===== src/rtl/dma4_pkg.sv =====
package dma4_pkg;
	localparam int NCH = 4;
	localparam int FIFO_W = 8;
	localparam int FIFO_D = 32;
	localparam int NPIN = 6;
	localparam logic [3:0] A_STATUS = 4'h8;
	localparam logic [3:0] A_REQUEST = 4'h9;
	localparam logic [3:0] A_MASK_ONE = 4'hA;
	localparam logic [3:0] A_MODE = 4'hB;
	localparam logic [3:0] A_CLR_PTR = 4'hC;
	localparam logic [3:0] A_TEMP_CLR = 4'hD;
	localparam logic [3:0] A_MASK_ALL = 4'hF;
	localparam int CMD_M2M = 0;
	localparam int CMD_HOLD0 = 1;
	localparam int CMD_DISABLE = 2;
	localparam int CMD_COMPRESS = 3;
	localparam int CMD_ROTATE = 4;
	localparam int MD_TYPE = 0;
	localparam int MD_AUTO = 2;
	localparam int MD_DEC = 3;
	localparam int MD_MODE = 4;
	localparam logic [1:0] XF_VERIFY = 2'h0;
	localparam logic [1:0] XF_WRITE = 2'h1;
	localparam logic [1:0] XF_READ = 2'h2;
	localparam logic [1:0] MO_DEMAND = 2'h0;
	localparam logic [1:0] MO_SINGLE = 2'h1;
	localparam logic [1:0] MO_BLOCK = 2'h2;
	localparam logic [7:0] CMD_RST = 8'h00;
	localparam logic [3:0] MASK_RST = 4'hF;
	localparam logic [15:0] REG_RST = 16'h0000;
	typedef enum logic [3:0] {
		ST_IDLE, ST_S0, ST_S1, ST_S2, ST_S3, ST_S4,
		ST_M1, ST_MR, ST_M2, ST_MW, ST_END
	} dma4_state_t;
endpackage : dma4_pkg


===== src/rtl/dma4_core.sv =====
`timescale 1ns/1ps
// How it works
// - Peripheral-to-memory drives io read and memory write strobes together.
// - Memory-to-peripheral drives memory read and io write strobes together.
// - Verify sequences addresses and end of process with all read and write strobes idle.
// - Command bit 0 set turns channels 0 and 1 into a memory pair.
// - Channel 0 gives source, channel 1 destination and the word count.
// - Software request on channel 0 starts a memory-to-memory move.
// - Channel 0 address hold rereads one source location every transfer.
// - No channel acknowledge is active during memory-to-memory moves.
// - External end of process stops a memory-to-memory service.
// - Autoinitialize restores current address and count from base copies.
// - Processor writes load base and current together; base never read.
// - Autoinitialize channels are not masked by end of process.
// - Fixed priority: channel 0 highest down to channel 3 lowest.
// - Rotating priority puts the last serviced channel lowest.
// - Winner chosen on hold acknowledge rise; hold dropped between services.
// - A running service is never preempted by a higher request.
// - Compressed timing skips the read extension state: two clocks each.
// - Upper address state puts bits 15..8 on data with strobe and enable.
// - Upper address state repeats on carry or borrow out of bit 7; pair moves run it for every read and write.
// - Current address steps after each transfer; accessed as two bytes.
// - Count holds length minus one; terminal count when it passes zero.
// - After internal end of process the count reads all ones unless autoinitialize reloads it.
// - Byte pointer picks low then high byte, toggles, cleared by command.
module dma4_fifo #(
	parameter int W = 8,
	parameter int D = 32
) (
	input wire logic i_clk,
	input wire logic i_srst,
	input wire logic i_in_valid,
	output logic o_in_ready,
	input wire logic [W-1:0] i_in_data,
	output logic o_out_valid,
	input wire logic i_out_ready,
	output logic [W-1:0] o_out_data
);
	localparam int AW = $clog2(D);
	localparam logic [AW:0] FULL = (AW+1)'(D);
	logic [W-1:0] mem [D];
	logic [AW-1:0] wp_q;
	logic [AW-1:0] rp_q;
	logic [AW:0] cnt_q;
	logic push;
	logic pop;

	assign o_in_ready = cnt_q != FULL;
	assign o_out_valid = cnt_q != '0;
	assign o_out_data = mem[rp_q];
	assign push = i_in_valid && o_in_ready;
	assign pop = i_out_ready && o_out_valid;

	always_ff @(posedge i_clk)
	begin
		if (push)
			mem[wp_q] <= i_in_data;
	end

	always_ff @(posedge i_clk)
	begin
		if (i_srst)
		begin
			wp_q <= '0;
			rp_q <= '0;
			cnt_q <= '0;
		end
		else
		begin
			if (push)
				wp_q <= wp_q + 1'b1;
			if (pop)
				rp_q <= rp_q + 1'b1;
			if (push && !pop)
				cnt_q <= cnt_q + 1'b1;
			else if (pop && !push)
				cnt_q <= cnt_q - 1'b1;
		end
	end
endmodule : dma4_fifo

module dma4_core (
	input wire logic i_clk,
	input wire logic i_srst,
	input wire logic i_reg_cs,
	input wire logic i_reg_wr,
	input wire logic i_reg_rd,
	input wire logic [3:0] i_reg_addr,
	input wire logic [7:0] i_reg_wdata,
	output logic [7:0] o_reg_rdata,
	input wire logic [3:0] i_channel_request,
	input wire logic i_hold_acknowledge,
	input wire logic i_end_of_process_n,
	input wire logic [7:0] i_data,
	output logic o_hold_request,
	output logic [3:0] o_channel_acknowledge,
	output logic [7:0] o_addr_lo,
	output logic [7:0] o_data,
	output logic o_data_oe,
	output logic o_upper_address_strobe,
	output logic o_address_output_enable,
	output logic o_io_read_strobe,
	output logic o_io_write_strobe,
	output logic o_memory_read_strobe,
	output logic o_memory_write_strobe,
	output logic o_terminal_count
);
	dma4_pkg::dma4_state_t st_q, st_d;
	logic [15:0] cur_addr_q [dma4_pkg::NCH];
	logic [15:0] cur_cnt_q [dma4_pkg::NCH];
	logic [15:0] base_addr_q [dma4_pkg::NCH];
	logic [15:0] base_cnt_q [dma4_pkg::NCH];
	logic [5:0] mode_q [dma4_pkg::NCH];
	logic [7:0] cmd_q;
	logic [3:0] mask_q;
	logic [3:0] sreq_q;
	logic [3:0] tc_stat_q;
	logic [7:0] temp_q;
	logic ptr_q;
	logic [1:0] ch_q, ch_d, top_q, win;
	logic m2m_q, m2m_d;
	logic tc_q, fin_q, hold_acknowledge_prev_q;
	logic [dma4_pkg::NPIN-1:0] pin_raw, s1_q, s2_q, s3_q, pin_q;
	logic [3:0] channel_request_f, req_v;
	logic hold_acknowledge_f, eop_f, hold_acknowledge_rise;
	logic [1:0] uch, och, xtype, xmode;
	logic [15:0] ua, un, cnt_now;
	logic dec, tc, done, hi_chg, step;
	logic wr_en, rd_en, chreg;
	logic f_in_ready, f_out_valid;
	logic [7:0] f_out_data;

	function automatic logic [1:0] pick(input logic [3:0] r,
		input logic [1:0] top);
		logic [1:0] c;
		logic [1:0] w;
		logic f;
		w = top;
		f = 1'b0;
		for (int i = 0; i < 4; i++)
		begin
			c = top + 2'(i);
			if (r[c] && !f)
			begin
				w = c;
				f = 1'b1;
			end
		end
		return w;
	endfunction : pick

	// Pins come from other logic; second and third stage must agree
	assign pin_raw = {i_hold_acknowledge, ~i_end_of_process_n,
		i_channel_request};
	for (genvar g = 0; g < dma4_pkg::NPIN; g++)
	begin : g_sync
		always_ff @(posedge i_clk)
		begin
			if (i_srst)
			begin
				s1_q[g] <= 1'b0;
				s2_q[g] <= 1'b0;
				s3_q[g] <= 1'b0;
				pin_q[g] <= 1'b0;
			end
			else
			begin
				s1_q[g] <= pin_raw[g];
				s2_q[g] <= s1_q[g];
				s3_q[g] <= s2_q[g];
				if (s2_q[g] == s3_q[g])
					pin_q[g] <= s3_q[g];
			end
		end
	end
	assign channel_request_f = pin_q[3:0];
	assign eop_f = pin_q[4];
	assign hold_acknowledge_f = pin_q[5];
	assign hold_acknowledge_rise = hold_acknowledge_f && !hold_acknowledge_prev_q;

	assign wr_en = i_reg_cs && i_reg_wr && st_q == dma4_pkg::ST_IDLE;
	assign rd_en = i_reg_cs && i_reg_rd && st_q == dma4_pkg::ST_IDLE;
	assign chreg = !i_reg_addr[3];

	// Pair mode: channel 1 is no peripheral, channel 0 starts by software
	always_comb
	begin
		req_v = (channel_request_f & ~mask_q) | sreq_q;
		if (cmd_q[dma4_pkg::CMD_M2M])
		begin
			req_v[1] = 1'b0;
			req_v[0] = sreq_q[0];
		end
	end
	// Fixed order must hold at once, not after the next service ends
	assign win = pick(req_v, cmd_q[dma4_pkg::CMD_ROTATE] ? top_q :
		2'd0);

	// Channel being stepped; pair mode reads ch0 and writes ch1
	assign uch = (m2m_q && (st_q == dma4_pkg::ST_MW)) ? 2'd1 :
		(m2m_q ? 2'd0 : ch_q);
	assign ua = cur_addr_q[uch];
	assign dec = mode_q[uch][dma4_pkg::MD_DEC];
	assign un = dec ? ua - 16'h0001 : ua + 16'h0001;
	assign hi_chg = un[15:8] != ua[15:8];
	assign cnt_now = cur_cnt_q[m2m_q ? 2'd1 : ch_q];
	assign tc = cnt_now == 16'h0000;
	assign xtype = mode_q[ch_q][dma4_pkg::MD_TYPE +: 2];
	assign xmode = mode_q[ch_q][dma4_pkg::MD_MODE +: 2];
	assign step = st_q == dma4_pkg::ST_S4 || st_q == dma4_pkg::ST_MW;
	assign done = tc || eop_f || (!m2m_q && xmode == dma4_pkg::MO_SINGLE)
		|| (!m2m_q && xmode == dma4_pkg::MO_DEMAND && !channel_request_f[ch_q]);

	always_comb
	begin
		st_d = st_q;
		ch_d = ch_q;
		m2m_d = m2m_q;
		unique case (st_q)
			dma4_pkg::ST_IDLE:
				if (|req_v && !cmd_q[dma4_pkg::CMD_DISABLE])
					st_d = dma4_pkg::ST_S0;
			dma4_pkg::ST_S0:
				if (hold_acknowledge_rise)
				begin
					ch_d = win;
					m2m_d = cmd_q[dma4_pkg::CMD_M2M] && win == 2'd0;
					if (!(|req_v))
						st_d = dma4_pkg::ST_END;
					else if (m2m_d)
						st_d = dma4_pkg::ST_M1;
					else
						st_d = dma4_pkg::ST_S1;
				end
			dma4_pkg::ST_S1:
				st_d = dma4_pkg::ST_S2;
			dma4_pkg::ST_S2:
				st_d = cmd_q[dma4_pkg::CMD_COMPRESS] ? dma4_pkg::ST_S4 :
					dma4_pkg::ST_S3;
			dma4_pkg::ST_S3:
				st_d = dma4_pkg::ST_S4;
			dma4_pkg::ST_S4:
				if (done)
					st_d = dma4_pkg::ST_END;
				else
					st_d = hi_chg ? dma4_pkg::ST_S1 :
						dma4_pkg::ST_S2;
			dma4_pkg::ST_M1:
				if (f_in_ready)
					st_d = dma4_pkg::ST_MR;
			dma4_pkg::ST_MR:
				st_d = dma4_pkg::ST_M2;
			dma4_pkg::ST_M2:
				if (f_out_valid)
					st_d = dma4_pkg::ST_MW;
			dma4_pkg::ST_MW:
				st_d = done ? dma4_pkg::ST_END : dma4_pkg::ST_M1;
			dma4_pkg::ST_END:
			begin
				st_d = dma4_pkg::ST_IDLE;
				m2m_d = 1'b0;
			end
		endcase
	end

	always_ff @(posedge i_clk)
	begin
		if (i_srst)
		begin
			st_q <= dma4_pkg::ST_IDLE;
			ch_q <= 2'd0;
			m2m_q <= 1'b0;
			hold_acknowledge_prev_q <= 1'b0;
			tc_q <= 1'b0;
			fin_q <= 1'b0;
		end
		else
		begin
			st_q <= st_d;
			ch_q <= ch_d;
			m2m_q <= m2m_d;
			hold_acknowledge_prev_q <= hold_acknowledge_f;
			if (st_q == dma4_pkg::ST_S0)
			begin
				tc_q <= 1'b0;
				fin_q <= 1'b0;
			end
			else if (step && done)
			begin
				tc_q <= tc;
				fin_q <= tc || eop_f;
			end
		end
	end

	// Address and count registers
	always_ff @(posedge i_clk)
	begin
		if (i_srst)
		begin
			for (int i = 0; i < dma4_pkg::NCH; i++)
			begin
				cur_addr_q[i] <= dma4_pkg::REG_RST;
				cur_cnt_q[i] <= dma4_pkg::REG_RST;
				base_addr_q[i] <= dma4_pkg::REG_RST;
				base_cnt_q[i] <= dma4_pkg::REG_RST;
			end
		end
		else if (wr_en && chreg)
		begin
			if (!i_reg_addr[0])
			begin
				cur_addr_q[i_reg_addr[2:1]][ptr_q*8 +: 8] <= i_reg_wdata;
				base_addr_q[i_reg_addr[2:1]][ptr_q*8 +: 8] <= i_reg_wdata;
			end
			else
			begin
				cur_cnt_q[i_reg_addr[2:1]][ptr_q*8 +: 8] <= i_reg_wdata;
				base_cnt_q[i_reg_addr[2:1]][ptr_q*8 +: 8] <= i_reg_wdata;
			end
		end
		else if (st_q == dma4_pkg::ST_MR)
		begin
			if (!cmd_q[dma4_pkg::CMD_HOLD0])
				cur_addr_q[0] <= un;
		end
		else if (step)
		begin
			cur_addr_q[uch] <= un;
			// Wraps to all ones on terminal count
			cur_cnt_q[m2m_q ? 2'd1 : ch_q] <= cnt_now - 16'h0001;
		end
		else if (st_q == dma4_pkg::ST_END && fin_q)
		begin
			for (int i = 0; i < dma4_pkg::NCH; i++)
				if (mode_q[i][dma4_pkg::MD_AUTO] && (i == int'(ch_q)
					|| (m2m_q && i < 2)))
				begin
					cur_addr_q[i] <= base_addr_q[i];
					cur_cnt_q[i] <= base_cnt_q[i];
				end
		end
	end

	// Command, mode, mask, request, status, pointer, priority
	always_ff @(posedge i_clk)
	begin
		if (i_srst || (wr_en && i_reg_addr == dma4_pkg::A_TEMP_CLR))
		begin
			cmd_q <= dma4_pkg::CMD_RST;
			mask_q <= dma4_pkg::MASK_RST;
			sreq_q <= 4'h0;
			tc_stat_q <= 4'h0;
			ptr_q <= 1'b0;
			top_q <= 2'd0;
			for (int i = 0; i < dma4_pkg::NCH; i++)
				mode_q[i] <= 6'h00;
		end
		else
		begin
			if ((wr_en || rd_en) && chreg)
				ptr_q <= ~ptr_q;
			if (wr_en)
			begin
				unique case (i_reg_addr)
					dma4_pkg::A_STATUS:
						cmd_q <= i_reg_wdata;
					dma4_pkg::A_REQUEST:
						sreq_q[i_reg_wdata[1:0]] <= i_reg_wdata[2];
					dma4_pkg::A_MASK_ONE:
						mask_q[i_reg_wdata[1:0]] <= i_reg_wdata[2];
					dma4_pkg::A_MODE:
						mode_q[i_reg_wdata[1:0]] <= i_reg_wdata[7:2];
					dma4_pkg::A_CLR_PTR:
						ptr_q <= 1'b0;
					dma4_pkg::A_MASK_ALL:
						mask_q <= i_reg_wdata[3:0];
					default:
						;
				endcase
			end
			// Hardware set beats the read clear
			if (st_q == dma4_pkg::ST_END && tc_q)
				tc_stat_q[ch_q] <= 1'b1;
			else if (rd_en && i_reg_addr == dma4_pkg::A_STATUS)
				tc_stat_q <= 4'h0;
			if (st_q == dma4_pkg::ST_END)
			begin
				top_q <= cmd_q[dma4_pkg::CMD_ROTATE] ? ch_q + 2'd1 :
					2'd0;
				if (fin_q)
				begin
					sreq_q[ch_q] <= 1'b0;
					if (!mode_q[ch_q][dma4_pkg::MD_AUTO])
						mask_q[ch_q] <= 1'b1;
					if (m2m_q && !mode_q[1][dma4_pkg::MD_AUTO])
						mask_q[1] <= 1'b1;
				end
			end
		end
	end

	// Pair mode byte path; read half stalls while the buffer is full
	dma4_fifo #(
		.W(dma4_pkg::FIFO_W),
		.D(dma4_pkg::FIFO_D)
	) u_fifo (
		.i_clk(i_clk),
		.i_srst(i_srst),
		.i_in_valid(st_q == dma4_pkg::ST_MR),
		.o_in_ready(f_in_ready),
		.i_in_data(i_data),
		.o_out_valid(f_out_valid),
		.i_out_ready(st_q == dma4_pkg::ST_MW),
		.o_out_data(f_out_data)
	);

	always_ff @(posedge i_clk)
	begin
		if (i_srst)
			temp_q <= 8'h00;
		else if (st_q == dma4_pkg::ST_MW)
			temp_q <= f_out_data;
	end

	always_ff @(posedge i_clk)
	begin
		if (i_srst)
			o_reg_rdata <= 8'h00;
		else if (rd_en)
		begin
			if (chreg)
				o_reg_rdata <= i_reg_addr[0] ?
					cur_cnt_q[i_reg_addr[2:1]][ptr_q*8 +: 8] :
					cur_addr_q[i_reg_addr[2:1]][ptr_q*8 +: 8];
			else if (i_reg_addr == dma4_pkg::A_STATUS)
				o_reg_rdata <= {channel_request_f | sreq_q, tc_stat_q};
			else if (i_reg_addr == dma4_pkg::A_TEMP_CLR)
				o_reg_rdata <= temp_q;
			else
				o_reg_rdata <= 8'h00;
		end
	end

	// Pins registered from the coming state
	always_comb
	begin
		och = m2m_d ? ((st_d == dma4_pkg::ST_M2 || st_d == dma4_pkg::ST_MW)
			? 2'd1 : 2'd0) : ch_d;
	end

	always_ff @(posedge i_clk)
	begin
		if (i_srst)
		begin
			o_hold_request <= 1'b0;
			o_channel_acknowledge <= 4'h0;
			o_addr_lo <= 8'h00;
			o_data <= 8'h00;
			o_data_oe <= 1'b0;
			o_upper_address_strobe <= 1'b0;
			o_address_output_enable <= 1'b0;
			o_io_read_strobe <= 1'b0;
			o_io_write_strobe <= 1'b0;
			o_memory_read_strobe <= 1'b0;
			o_memory_write_strobe <= 1'b0;
			o_terminal_count <= 1'b0;
		end
		else
		begin
			// Dropped in the closing state so the bus returns between services
			o_hold_request <= st_d != dma4_pkg::ST_IDLE &&
				st_d != dma4_pkg::ST_END;
			o_address_output_enable <= st_d inside {dma4_pkg::ST_S1,
				dma4_pkg::ST_S2, dma4_pkg::ST_S3, dma4_pkg::ST_S4,
				dma4_pkg::ST_M1, dma4_pkg::ST_MR, dma4_pkg::ST_M2,
				dma4_pkg::ST_MW};
			o_upper_address_strobe <= st_d inside {dma4_pkg::ST_S1,
				dma4_pkg::ST_M1, dma4_pkg::ST_M2};
			o_addr_lo <= (step && och == uch) ? un[7:0] :
				cur_addr_q[och][7:0];
			if (st_d inside {dma4_pkg::ST_S1, dma4_pkg::ST_M1,
				dma4_pkg::ST_M2})
			begin
				o_data <= (step && och == uch) ? un[15:8] :
					cur_addr_q[och][15:8];
				o_data_oe <= 1'b1;
			end
			else if (st_d == dma4_pkg::ST_MW)
			begin
				o_data <= f_out_data;
				o_data_oe <= 1'b1;
			end
			else
				o_data_oe <= 1'b0;
			o_channel_acknowledge <= 4'h0;
			if (!m2m_d && st_d inside {dma4_pkg::ST_S1, dma4_pkg::ST_S2,
				dma4_pkg::ST_S3, dma4_pkg::ST_S4})
				o_channel_acknowledge[ch_d] <= 1'b1;
			// Verify leaves every read and write strobe idle
			o_io_read_strobe <= !m2m_d && xtype == dma4_pkg::XF_WRITE &&
				st_d inside {dma4_pkg::ST_S3, dma4_pkg::ST_S4};
			o_memory_write_strobe <= st_d == dma4_pkg::ST_MW ||
				(!m2m_d && xtype == dma4_pkg::XF_WRITE &&
				st_d == dma4_pkg::ST_S4);
			o_memory_read_strobe <= st_d == dma4_pkg::ST_MR ||
				(!m2m_d && xtype == dma4_pkg::XF_READ &&
				st_d inside {dma4_pkg::ST_S3, dma4_pkg::ST_S4});
			o_io_write_strobe <= !m2m_d && xtype == dma4_pkg::XF_READ &&
				st_d == dma4_pkg::ST_S4;
			o_terminal_count <= step && tc;
		end
	end
endmodule : dma4_core


===== config.mk =====
export PLATFORM = sky130hd
export DESIGN_NAME = dma4_core
export DESIGN_NICKNAME = d
export VERILOG_FILES = /design/src/rtl/dma4_pkg.sv /design/src/rtl/dma4_core.sv
export SDC_FILE = /design/constraint.sdc
export NUM_CORES = 1
export LEC_CHECK = 0
export ABC_AREA = 1
export BUFFER_PORTS_ARGS = -buffer_cell sky130_fd_sc_hd__buf_4
export CAP_MARGIN = 10
export CORE_ASPECT_RATIO = 0.9
export CORE_MARGIN = 5
export CORE_UTILIZATION = 25
export CTS_BUF_LIST = sky130_fd_sc_hd__clkbuf_16
export CTS_CLUSTER_SIZE = 30
export DETAILED_ROUTE_END_ITERATION = 12
export SYNTH_ARGS = -nofsm -noshare
export SYNTH_HDL_FRONTEND = slang
export SYNTH_SLANG_ARGS = --single-unit

===== constraint.sdc =====
create_clock -name i_clk -period 4.05 [get_ports i_clk]
set_input_delay 0.81 -clock i_clk [delete_from_list [all_inputs] [get_ports i_clk]]
set_output_delay 0.81 -clock i_clk [all_outputs]
set_load 0.01 [all_outputs]

; Word level (Yosys, flattened, before mapping)
; Memories as Yosys holds them, arrays and structs flattened. A register that Yosys moved wholly into a read port is not among the register bits.
; Cells that the tools add are included.
[word_totals]
reg_bits = 115
ramBits = 536
input_bits = 31
output_inout_bits = 37
wordCells = 403
mem_count = 6
[op_classes]
addsub = 12
order_cmp = 10
eq_ne = 41
shifts = 4
muxes = 166
bitwise_logic = 20
n_reduce_logical = 91
[mem_list]
columns = name, depth, width, rd, rd_clocked_by_memory_dff, write_ports, line_no
row1 = u_fifo.mem, 32, 8, 1, 1, 1, dma4_core.sv:41  ; logic [W-1:0] mem [D];
row2 = base_addr_q, 4, 16, 4, 0, 4, dma4_core.sv:111  ; logic [15:0] base_addr_q [dma4_pkg::NCH];
row3 = base_cnt_q, 4, 16, 4, 0, 4, dma4_core.sv:112  ; logic [15:0] base_cnt_q [dma4_pkg::NCH];
row4 = cur_addr_q, 4, 16, 3, 0, 4, dma4_core.sv:109  ; logic [15:0] cur_addr_q [dma4_pkg::NCH];
row5 = cur_cnt_q, 4, 16, 2, 0, 4, dma4_core.sv:110  ; logic [15:0] cur_cnt_q [dma4_pkg::NCH];
row6 = mode_q, 4, 6, 6, 1, 4, dma4_core.sv:113  ; logic [5:0] mode_q [dma4_pkg::NCH];
[ops]
columns = operator, n
row1 = $mux 16, 24
row2 = $reduce_or 16->1, 6
row3 = $mux 1, 76
row4 = $mux 4, 19
row5 = $mux 8, 8
row6 = $eq 4x4->1 const B, 12
row7 = $pmux 4 s11, 1
row8 = $logic_and 1x1->1, 43
row9 = $mux 2, 20
row10 = $neg 4->34, 1
row11 = $shift 8x34->16 const A, 1
row12 = $shiftx 8x34->16, 1
row13 = $eq 4x3->1 const B, 8
row14 = $shiftx 16x5->8, 2
row15 = $sub 16x1->16 const B, 2
row16 = $lt 2x3->1 const B, 7
row17 = $mux 6, 3
row18 = $add 16x1->16 const B, 1
row19 = $eq 4x2->1 const B, 4
row20 = $logic_not 16->1, 1
row21 = $or 4x4->4, 4
row22 = $logic_not 1->1, 12
row23 = $logic_or 1x1->1, 11
row24 = $add 5x1->5 const B, 2
row25 = 37 further kinds, 75

; Logic depth before layout (Yosys ltp)
; Gate-level depths: netlist of the first run.
[logic_depth]
ltp_word = 30
mapped_depth = 30
mapped_depth_nobuf = 29

; Modules after synthesis
; A second synthesis of the first run with hierarchy kept.
[unflattened]
hier_cells = 3572
hier_area_um2 = 32580.0
[modules_own_cells]
columns = module, n_inst, cells_each, area_per_inst_um2, seq_area_each_um2
row1 = dma4_core, 1, 2525, 20890.0, 10390.0
row2 = dma4_fifo, 1, 1047, 11690.0, 8107.8

; Worst setup path before layout of the first run
; No wires, ideal clock.
[synth_path]
kind = reg-to-reg
startpoint = register st_q[3]
endpoint = register o_data[1]
setup_ps = 110
arrival_ps = 3326
required_ps = 3940
path_slack_ps = 613
path_stages_with_launch = 27
path_buffers = 3
synth_period_minus_slack_ps = 3437
path_cell_list = dfxtp_1 -> inv_2 -> nor2_2 -> nand2_2 -> buf_6 -> a21oi_4 -> buf_6 -> buf_2 -> o21ai_0 -> o22ai_1 -> ha_1 -> a21oi_1 -> o21ai_0 -> inv_1 -> nor2_1 -> nor2_1 -> nand3_1 -> nand3_1 -> nand2_1 -> nor2_2 -> nand3_2 -> nand2_4 -> nand3_4 -> nand2_4 -> nand2_1 -> nand2_1 -> nor2_2
[synth_via]
elab_chain_len = 18
elab_cells_between_ends = 42
cone_classes = add/sub (2) / eq/ne (16) / mux (15) / reduce/logical (7) / memory (2)
[synth_lines]
columns = item, line_no
row1 = "start, declared", dma4_core.sv:108  ; dma4_pkg::dma4_state_t st_q, st_d;
row2 = "start signal, assigned", dma4_core.sv:270  ; st_q <= dma4_pkg::ST_IDLE;
row3 = "start signal, assigned", dma4_core.sv:279  ; st_q <= st_d;
row4 = "parallel branches: the longest is 18 deep, another holds $mem_v2 4x16", -
row5 = "end signal, assigned", dma4_core.sv:485  ; o_data <= (step && och == uch) ? un[15:8] :
row6 = "end signal, assigned", dma4_core.sv:491  ; o_data <= f_out_data;
row7 = "end, declared", dma4_core.sv:98  ; output logic [7:0] o_data,
; Several ways; the timed one is not identified.
; A chain may end at the register's enable or synchronous reset.

; Final worst setup path of the first run
[layout_path]
startpoint = register m2m_q
endpoint = register o_channel_acknowledge[2]
[layout_via]
elab_chain_len = 14
elab_cells_between_ends = 34
cone_classes = add/sub (2) / eq/ne (5) / mux (10) / bitwise (1) / reduce/logical (13) / memory (3)
[layout_lines]
columns = item, line_no
row1 = "start, declared", dma4_core.sv:121  ; logic m2m_q, m2m_d;
row2 = "start signal, assigned", dma4_core.sv:281  ; m2m_q <= m2m_d;
row3 = $mux 2 or $logic_and 1x1->1 (tied branches), "dma4_core.sv:201, dma4_core.sv:200"
row4 = $mux 2, dma4_core.sv:200  ; assign uch = (m2m_q && (st_q == dma4_pkg::ST_MW)) ? 2'd1 :
row5 = $mem_v2 4x16, -
row6 = $add 16x1->16 or $sub 16x1->16 (tied branches), dma4_core.sv:204  ; assign un = dec ? ua - 16'h0001 : ua + 16'h0001;
row7 = $mux 16, dma4_core.sv:204
row8 = $ne 8x8->1, dma4_core.sv:205  ; assign hi_chg = un[15:8] != ua[15:8];
row9 = $mux 1, dma4_core.sv:246  ; st_d = hi_chg ? dma4_pkg::ST_S1 :
row10 = $mux 4, dma4_core.sv:243  ; if (done)
row11 = $pmux 4 s11, dma4_core.sv:219  ; unique case (st_q)
row12 = $eq 4x2->1 or $eq 4x3->1 (tied branches), dma4_core.sv:497  ; if (!m2m_d && st_d inside {dma4_pkg::ST_S1, dma4_pkg::ST_S2,
row13 = $reduce_bool 4->1, dma4_core.sv:497
row14 = $logic_and 1x1->1 (*), dma4_core.sv:497
row15 = $not 1->1 (no line) (*), -
row16 = $reduce_or 2->1 (no line) (*), -
row17 = "end signal, assigned", dma4_core.sv:457  ; o_channel_acknowledge <= 4'h0;
row18 = "end signal, assigned", dma4_core.sv:496  ; o_channel_acknowledge <= 4'h0;
row19 = "end signal, assigned by index", dma4_core.sv:499  ; o_channel_acknowledge[ch_d] <= 1'b1;
row20 = "end, declared", dma4_core.sv:96  ; output logic [3:0] o_channel_acknowledge,
; Every way passes the cells marked *; elsewhere a longest branch is shown, timed or not.

==> summary.md, run 1 <==
| Metric | Value |
|---|---|
| Crit-path cells | `buf_4, nor2_4, inv_2, buf_4, o21ai_2, o22ai_1, inv_1, ha_1, inv_1, nor2_1, nand2_2, inv_1, nand3_2, nor2_1, buf_4, nor2_1, nand3_1, nand4_1, a31oi_2, nand4_1, a21oi_1, buf_4` |
| First DRT Iteration DRCs | `2825` |
| Cells after synthesis | `between 3000 and 4000` |
| Power Dens Cells | `~390 nW/um^2` |
| Setup TNS | `0 ns` |
| Worst Path Arrival | `4.34 ns` |
| Sequential power share | `between 50% and 60%` |
| WP data required | `roughly 4.6 ns` |
| Total grt overflow | `0` |
| Number of flops mapped to enable cells by yosys | `536` |
| Endpoints failing setup | `0` |
| Pins over their slew limit | `0` |
| Crit path max fanout | `16` |
| Fill count | `around 13000` |
| Layout cells sized above 1 | `about a tenth` |
| Max Clk Rate | `~260 MHz` |
| Switching pwr | `3.59 mW` |
| DRT Pass-1 Iters | `8` |
| Crit-path slowest cell | `dfxtp_1` |
| CTS tree | `done` |
| Initial antenna violation count | `6` |
| Post-Synthesis Cell Area | `between 30000 and 40000 sq um` |
| H-tree levels | `3` |
| Overall Power | `~15 mW` |
| Number of routed nets with antenna violations | `0` |
| Switching part of the total | `between 20% and 30%` |
| Initial Util | `between 20% and 30%` |
| CTS sink count | `between 600 and 700` |
| Final cycle utilization of the critical path | `between 90% and 100%` |
| FFs w/ async S/R, synth | `0%` |
| Slew headroom | `36.0%` |
| LEAKAGE | `approximately 14 nW` |
| GRT Overall Usage | `14.7%` |
| Worst-case clock buffer depth | `3` |
| Most instantiated library cell after synthesis | `nor2_1` |
| CP endpoint kind | `flop` |
| Clock slew seen by the registers of the worst setup and hold paths | `0.07 ns` |
| CP most frequent cell | `buf_4` |
| Vias post-DR | `roughly 26000` |
| Slew @ Worst Pin | `about 0.96 ns` |
| Chip Width | `between 300 and 400 um` |
| Dpl hpwl | `roughly 72000 um` |
| Unrepaired setup endpoints after global routing | `false` |
| DRC | `0` |
| Finished Core Util | `between 20 and 30%` |
| Fin worst setup slack | `between 0.2 and 0.3 ns` |
| Core Region | `127000 sq um` |
| Yosys reg bits | `656` |
| Full die area | `~130000 sq um` |
| Net Count, Synth | `~3500` |
| Syn avg cell area | `roughly 9.3 sq um` |
| Post-synth top area share | `between 50% and 60%` |
| Seq/Total Area, Yosys | `approximately three fifths` |
| Crit Path Category | `flop to flop` |
| Top Ports | `slightly below 70` |
| IO Port Bufs | `67` |
| GP Congestion | `approximately 0.9` |
| Multi-input gate area | `about 11000 sq um` |
| Maximum vdd drop | `0.264 mV` |
| Clock power frac | `between 40% and 50%` |
| Internal power | `between 10 and 15 mW` |
| Layout area overhead | `16.1%` |
| Vias per inst | `between 4 and 5` |
| Netlist cell types | `between 60 and 70` |
| Min Tclk post-route | `about 3.8 ns` |
| Placed cell areas | `around 35000 sq um` |
| Outcome | `complete, no violations` |
| Top Family by Delay on Critical Path | `simple AND/OR/NAND/NOR gates` |
| Vias in the first global route | `approximately 24000` |
| Max cap viols | `0` |
| Die height | `about 350 um` |
| Comb power frac | `7.2%` |
| Num CTS Buffers | `a little under 70` |
| Syn. warnings | `0` |
| Fin nets | `about 3600` |
| Fin. Hold Viols | `0` |
| Post-route cell area | `around 37000 sq um` |
| Largest net degree at the start of global routing | `~130` |
| Startpoint type of the worst setup path | `flop` |
| First-pass GRT wire length | `153000 um` |
| DR WL/cell | `about 19 um` |
| Pre-CTS WS | `slightly above 0.09 ns` |
| Cell row count | `124` |
| Type of the worst min-delay path | `input pin to flop` |
| Worst Skew | `approximately 0.024 ns` |
| Root buf cell | `clkbuf_16` |
| Critical path buffers and inverters | `8` |
| Synth top cells by count | `nor2_1 (548), edfxtp_1 (536), nand2_1 (418)` |
| Register area | `18500 sq um` |
| Worst skew pair latency | `~0.63 ns` |
| Synth area leader | `edfxtp_1` |
| Main synth FF type | `edfxtp_1` |
| Final WL | `around 100000 um` |
| Max incr delay on CP | `between 0.3 and 0.4 ns` |
| Largest cells by area after synthesis | `edfxtp_1 (51%), dfxtp_1 (7.6%), nor2_1 (6.5%)` |
==> kinds of logic after synthesis <==
family / share of synthesized area, %
buffers and inverters: 7.25
adder cells (fa/ha/maj): 1.03
AND/OR/NAND/NOR: 17.0
flip-flops: 58.3
AO/OA/AOI/OAI: 15.8
XOR/XNOR: 0.718
==> metal layers <==
metal / GRT usage (%) / wire, um / vias up
met5: 0 / 21 / -
met4: 4.75 / 3150 / 4
met3: 2.65 / 9000 / 190
met2: 21.9 / 43600 / 1155
met1: 21.6 / 45800 / 12200
li1: - / - / 12100
==> worst paths after layout <==
check	start	end	slack [ns]	depth (start not counted)
worst min register to register	s1_q[0]$_SDFF_PP0_	s2_q[0]$_SDFF_PP0_	0.40	2
worst max-delay path	m2m_q$_SDFF_PP0_	o_channel_acknowledge[2]$_SDFF_PP0_	0.27	22
worst min-delay path	i_end_of_process_n	s1_q[4]$_SDFF_PP0_	0.34	2
worst max register to register	m2m_q$_SDFF_PP0_	o_channel_acknowledge[2]$_SDFF_PP0_	0.27	22
==> stage by stage <==
step | hold WS, ns | cells
4_1_cts | 0.302 | 5266
2_1_floorplan | 0.388 | 3420
6_report | 0.338 | 5275
5_1_grt | 0.317 | 5271
3_5_place_dp | 0.399 | 5138
3_3_place_gp | 0.403 | 5138
==> registers in the layout, summed over array words and instances, names as in the netlist, 5 cells and up, named ones only <==
signal and flops:
u_fifo.mem 256, base_addr_q 64, base_cnt_q 64, cur_addr_q 64, cur_cnt_q 64, mode_q 24
o_addr_lo 8, o_data 8, o_reg_rdata 8, temp_q 8, s1_q 6, s2_q 6
s3_q 6, u_fifo.cnt_q 6, cmd_q 5, u_fifo.rp_q 5, u_fifo.wp_q 5
==> cells in the final DEF, fill, tap and decap left out, types with 9 or more instances in the layout <==
cell type	instances
nor2_2	11
buf_4	196
dfxtp_1	117
inv_2	16
nand3_1	180
nand2_1	418
nand2_2	23
xnor2_1	9
a22oi_1	9
inv_1	400
o221ai_1	52
nor3_1	57
clkinv_1	25
edfxtp_1	536
o21ai_1	12
o211ai_1	38
clkbuf_16	70
a21oi_1	135
o22ai_1	157
ha_1	23
a31oi_1	10
nor2_1	546
o21ai_0	372
a211oi_1	10
xor2_1	17
o21bai_1	15
==> cell type report <==
class / instances / share of cell area, %
tap: 1701 / 5.78
timing repair buffer: 200 / 4.19
inverter: 405 / 4.14
multi-input combinational: 2181 / 29.9
antenna: 4 / 0.0272
clock inverter: 58 / 0.985
clock buffer: 70 / 4.75
sequential: 656 / 50.2
==> power groups by stage <==
stage | Combinational [mW] | Clock (mW) | Sequential, mW
floorplan | 0.583 | 0 | 7.61
global placement | 1.03 | 0 | 7.64
detailed placement | 1.03 | 0 | 7.65
CTS | 1.04 | 6.07 | 7.50
global route | 1.14 | 6.35 | 7.51
finish | 1.05 | 5.97 | 7.50
==> timing repair <==
action                     4_1_cts  5_1_grt
setup buffers                    0        5
setup endpoints to repair        0       31
hold buffers                     0        0
resized for setup                0       17
==> worst register-to-register path: stages, from the launching register on <==
cell     delay, ns
dfxtp_1       0.31
buf_4         0.17
nor2_4        0.16
inv_2         0.09
buf_4         0.22
o21ai_2       0.24
o22ai_1       0.11
inv_1         0.11
ha_1          0.19
inv_1         0.07
nor2_1        0.19
nand2_2       0.12
inv_1         0.10
nand3_2       0.09
nor2_1        0.15
buf_4         0.18
nor2_1        0.07
nand3_1       0.08
nand4_1       0.15
a31oi_2       0.27
nand4_1       0.25
a21oi_1       0.22
buf_4         0.18
No activity file was read; power rests on OpenSTA's default activity.
==> run 2, diff against run 1 <==
--- a/config.mk
+++ b/config.mk
@@ -14,6 +14,7 @@
 export CTS_BUF_LIST = sky130_fd_sc_hd__clkbuf_16
 export CTS_CLUSTER_SIZE = 30
 export DETAILED_ROUTE_END_ITERATION = 12
+export GPL_TIMING_DRIVEN = 0
 export SYNTH_ARGS = -nofsm -noshare
 export SYNTH_HDL_FRONTEND = slang
 export SYNTH_SLANG_ARGS = --single-unit
==> run 2 against run 1 <==
Routed wire length grew 20%; maximum frequency shrank 3.6%; sequential power barely moved; critical path depth down 1; largest power group unchanged; combinational power up 9.5%; die area unchanged; sequential cell count unchanged.
==> summary.md, run 2 (synthesized netlist as in run 1, its figures left out) <==
| Metric | Value |
|---|---|
| Outcome | `complete, no violations` |
| Total placed cells including tap cells | `5190 (+1.0%)` |
| H-tree levels | `3 (unchanged)` |
| CTS sink count | `656 (unchanged)` |
| WP data required | `4.48 ns (-0.14 ns)` |
| Number of routed nets with antenna violations | `0 (unchanged)` |
| Dpl hpwl | `89000 um (+24%)` |
| Finished Core Util | `29.7% (+0.59 points)` |
| Cell row count | `124 (unchanged)` |
| Vias per inst | `5.11 (+5.4%)` |
| Most frequent cells in the layout | `nor2_1 (540), edfxtp_1 (536), nand2_1 (415)` |
| Max Clk Rate | `255 MHz (-3.6%)` |
| Min Tclk post-route | `3.92 ns (+0.139 ns)` |
| Top Family by Delay on Critical Path | `compound AO/OA/AOI/OAI gates` |
| Num CTS Buffers | `76 (+10%)` |
| DR WL/cell | `22.7 um (+18%)` |
| Worst Skew | `0.0375 ns (+0.0131 ns)` |
| Initial antenna violation count | `8 (+2)` |
| Slew headroom | `18.7% (-17 points)` |
| Core Region | `127000 sq um (unchanged)` |
| Maximum vdd drop | `0.271 mV (+2.7%)` |
| Worst Path Arrival | `4.35 ns (about the same)` |
| Worst-case clock buffer depth | `3 (unchanged)` |
| DRT Pass-1 Iters | `8 (unchanged)` |
| Root buf cell | `clkbuf_16` |
| Hold Slack | `0.320 ns (-0.0180 ns)` |
| Full die area | `134000 sq um (unchanged)` |
| Top Ports | `68 (unchanged)` |
| Total grt overflow | `0 (unchanged)` |
| IO Port Bufs | `65 (-3.0%)` |
| Largest net degree at the start of global routing | `33 (-74%)` |
| LEAKAGE | `13.9 nW (+0.40%)` |
| Placed cell areas | `34400 sq um (-0.58%)` |
| Most common cell after layout, fill and taps aside | `nor2_1` |
| First-pass GRT wire length | `173000 um (+13%)` |
| GRT Overall Usage | `17.4% (+2.7 points)` |
| Layout cells sized above 1 | `10.2% (-0.41 points)` |
| Fin. Hold Viols | `0 (unchanged)` |
| Power Dens Cells | `419 nW/um^2 (+6.3%)` |
| Max cap viols | `0 (unchanged)` |
| Setup TNS | `0 ns (unchanged)` |
| Crit-path slowest cell | `dfxtp_4` |
| Type of the worst min-delay path | `input pin to flop` |
| Max reg flops | `256 (unchanged)` |
| GP Congestion | `0.984 (+7.2%)` |
| Clock slew seen by the registers of the worst setup and hold paths | `0.06 ns (about the same)` |
| Overall Power | `15.8 mW (+8.4%)` |
| CTS tree | `done` |
| Layout area overhead | `18.4%` |
| Endpoints failing setup | `0 (unchanged)` |
| Non-Filler Instances | `5358 (+1.6%)` |
| Initial Util | `25.1% (unchanged)` |
| Startpoint type of the worst setup path | `flop` |
| Final WL | `122000 um (+20%)` |
| Chip Width | `386 um (unchanged)` |
| Vias post-DR | `27400 (+7.0%)` |
| Slew @ Worst Pin | `1.22 ns (+0.260 ns)` |
| Crit Path Category | `flop to flop` |
| Pins over their slew limit | `0 (unchanged)` |
| Fin nets | `3647 (+2.2%)` |
| Pre-CTS WS | `-1.12 ns (-1.21 ns)` |
| Max incr delay on CP | `0.38 ns (+0.07 ns)` |
| Final cycle utilization of the critical path | `96.7% (+3.4 points)` |
| Critical path buffers and inverters | `6 (-2)` |
| Worst skew pair latency | `0.66 ns (+0.03 ns)` |
| Crit path max fanout | `10 (-6)` |
| Post-route cell area | `37600 sq um (+2.0%)` |
| DRC | `0 (unchanged)` |
| CP endpoint kind | `flop` |
| Fin worst setup slack | `0.135 ns (-0.139 ns)` |
| First DRT Iteration DRCs | `3782 (+34%)` |
| Vias in the first global route | `25300 (+6.1%)` |
| Largest Register | `u_fifo.mem` |
| Hold-fix buffers at CTS | `0 (unchanged)` |
| Die height | `348 um (unchanged)` |
| Crit-path cells | `inv_2, nor2_4, nand2_4, buf_6, a21oi_4, buf_6, buf_12, nor2_1, o31ai_2, ha_1, a21oi_2, o21ai_0, nand3_1, nand3b_1, a21oi_2, buf_4, xor2_4, nand2_1, o21ai_0, inv_1, o22ai_1` |
-- run 2: cell types whose count changed in the layout (fill, tap and decap cells not counted), sizes merged --
cell      delta
bufinv       +9
diode        -1
clkinvlp     +6
nand2        +1
buf         -62
clkbuf     +138
inv          -8
-- run 2: final timing paths --
kind,startpoint,endpoint,slack (ns),depth (start not counted)
max,st_q[3]$_SDFF_PP0_,cur_addr_q[1][13]$_DFFE_PP_,0.13,21
max reg2reg,st_q[3]$_SDFF_PP0_,cur_addr_q[1][13]$_DFFE_PP_,0.13,21
min,i_end_of_process_n,s1_q[4]$_SDFF_PP0_,0.32,2
min reg2reg,s1_q[3]$_SDFF_PP0_,s2_q[3]$_SDFF_PP0_,0.40,2
-- run 2: power breakdown --
part | internal [mW] | switching [mW] | total (mW)
sequential | 7.42 | 0.0893 | 7.51
combinational | 0.277 | 0.872 | 1.15
clock | 4.12 | 2.97 | 7.10
total | 11.8 | 3.93 | 15.8
-- run 2: layout make-up --
cell class                      count  area (sq um)
Antenna cell                        3          7.51
Buffer                            178           867
Clock buffer                       76          1900
Clock inverter                     65           674
Fill cell                       13300         89000
Inverter                          405          1530
Multi-Input combinational cell   2182         11300
Sequential cell                   656         18500
Tap cell                         1701          2130
Timing Repair Buffer               92           717
-- run 2: layer usage --
metal | share of wire (%) | routed length (um) | GRT usage (%) | vias to the layer above
li1 | - | - | - | 12300
met5 | 0.011 | 13 | 0 | -
met4 | 4.0 | 4890 | 6.79 | 2
met3 | 11 | 13600 | 3.73 | 304
met2 | 43 | 52600 | 26.3 | 1672
met1 | 42 | 50800 | 24.5 | 13100
-- run 2: timing repair --
action	4_1_cts	5_1_grt
setup buffers	9	11
setup endpoints to repair	72	103
gates resized for setup	37	61
gates cloned	0	2
pin swaps	7	16
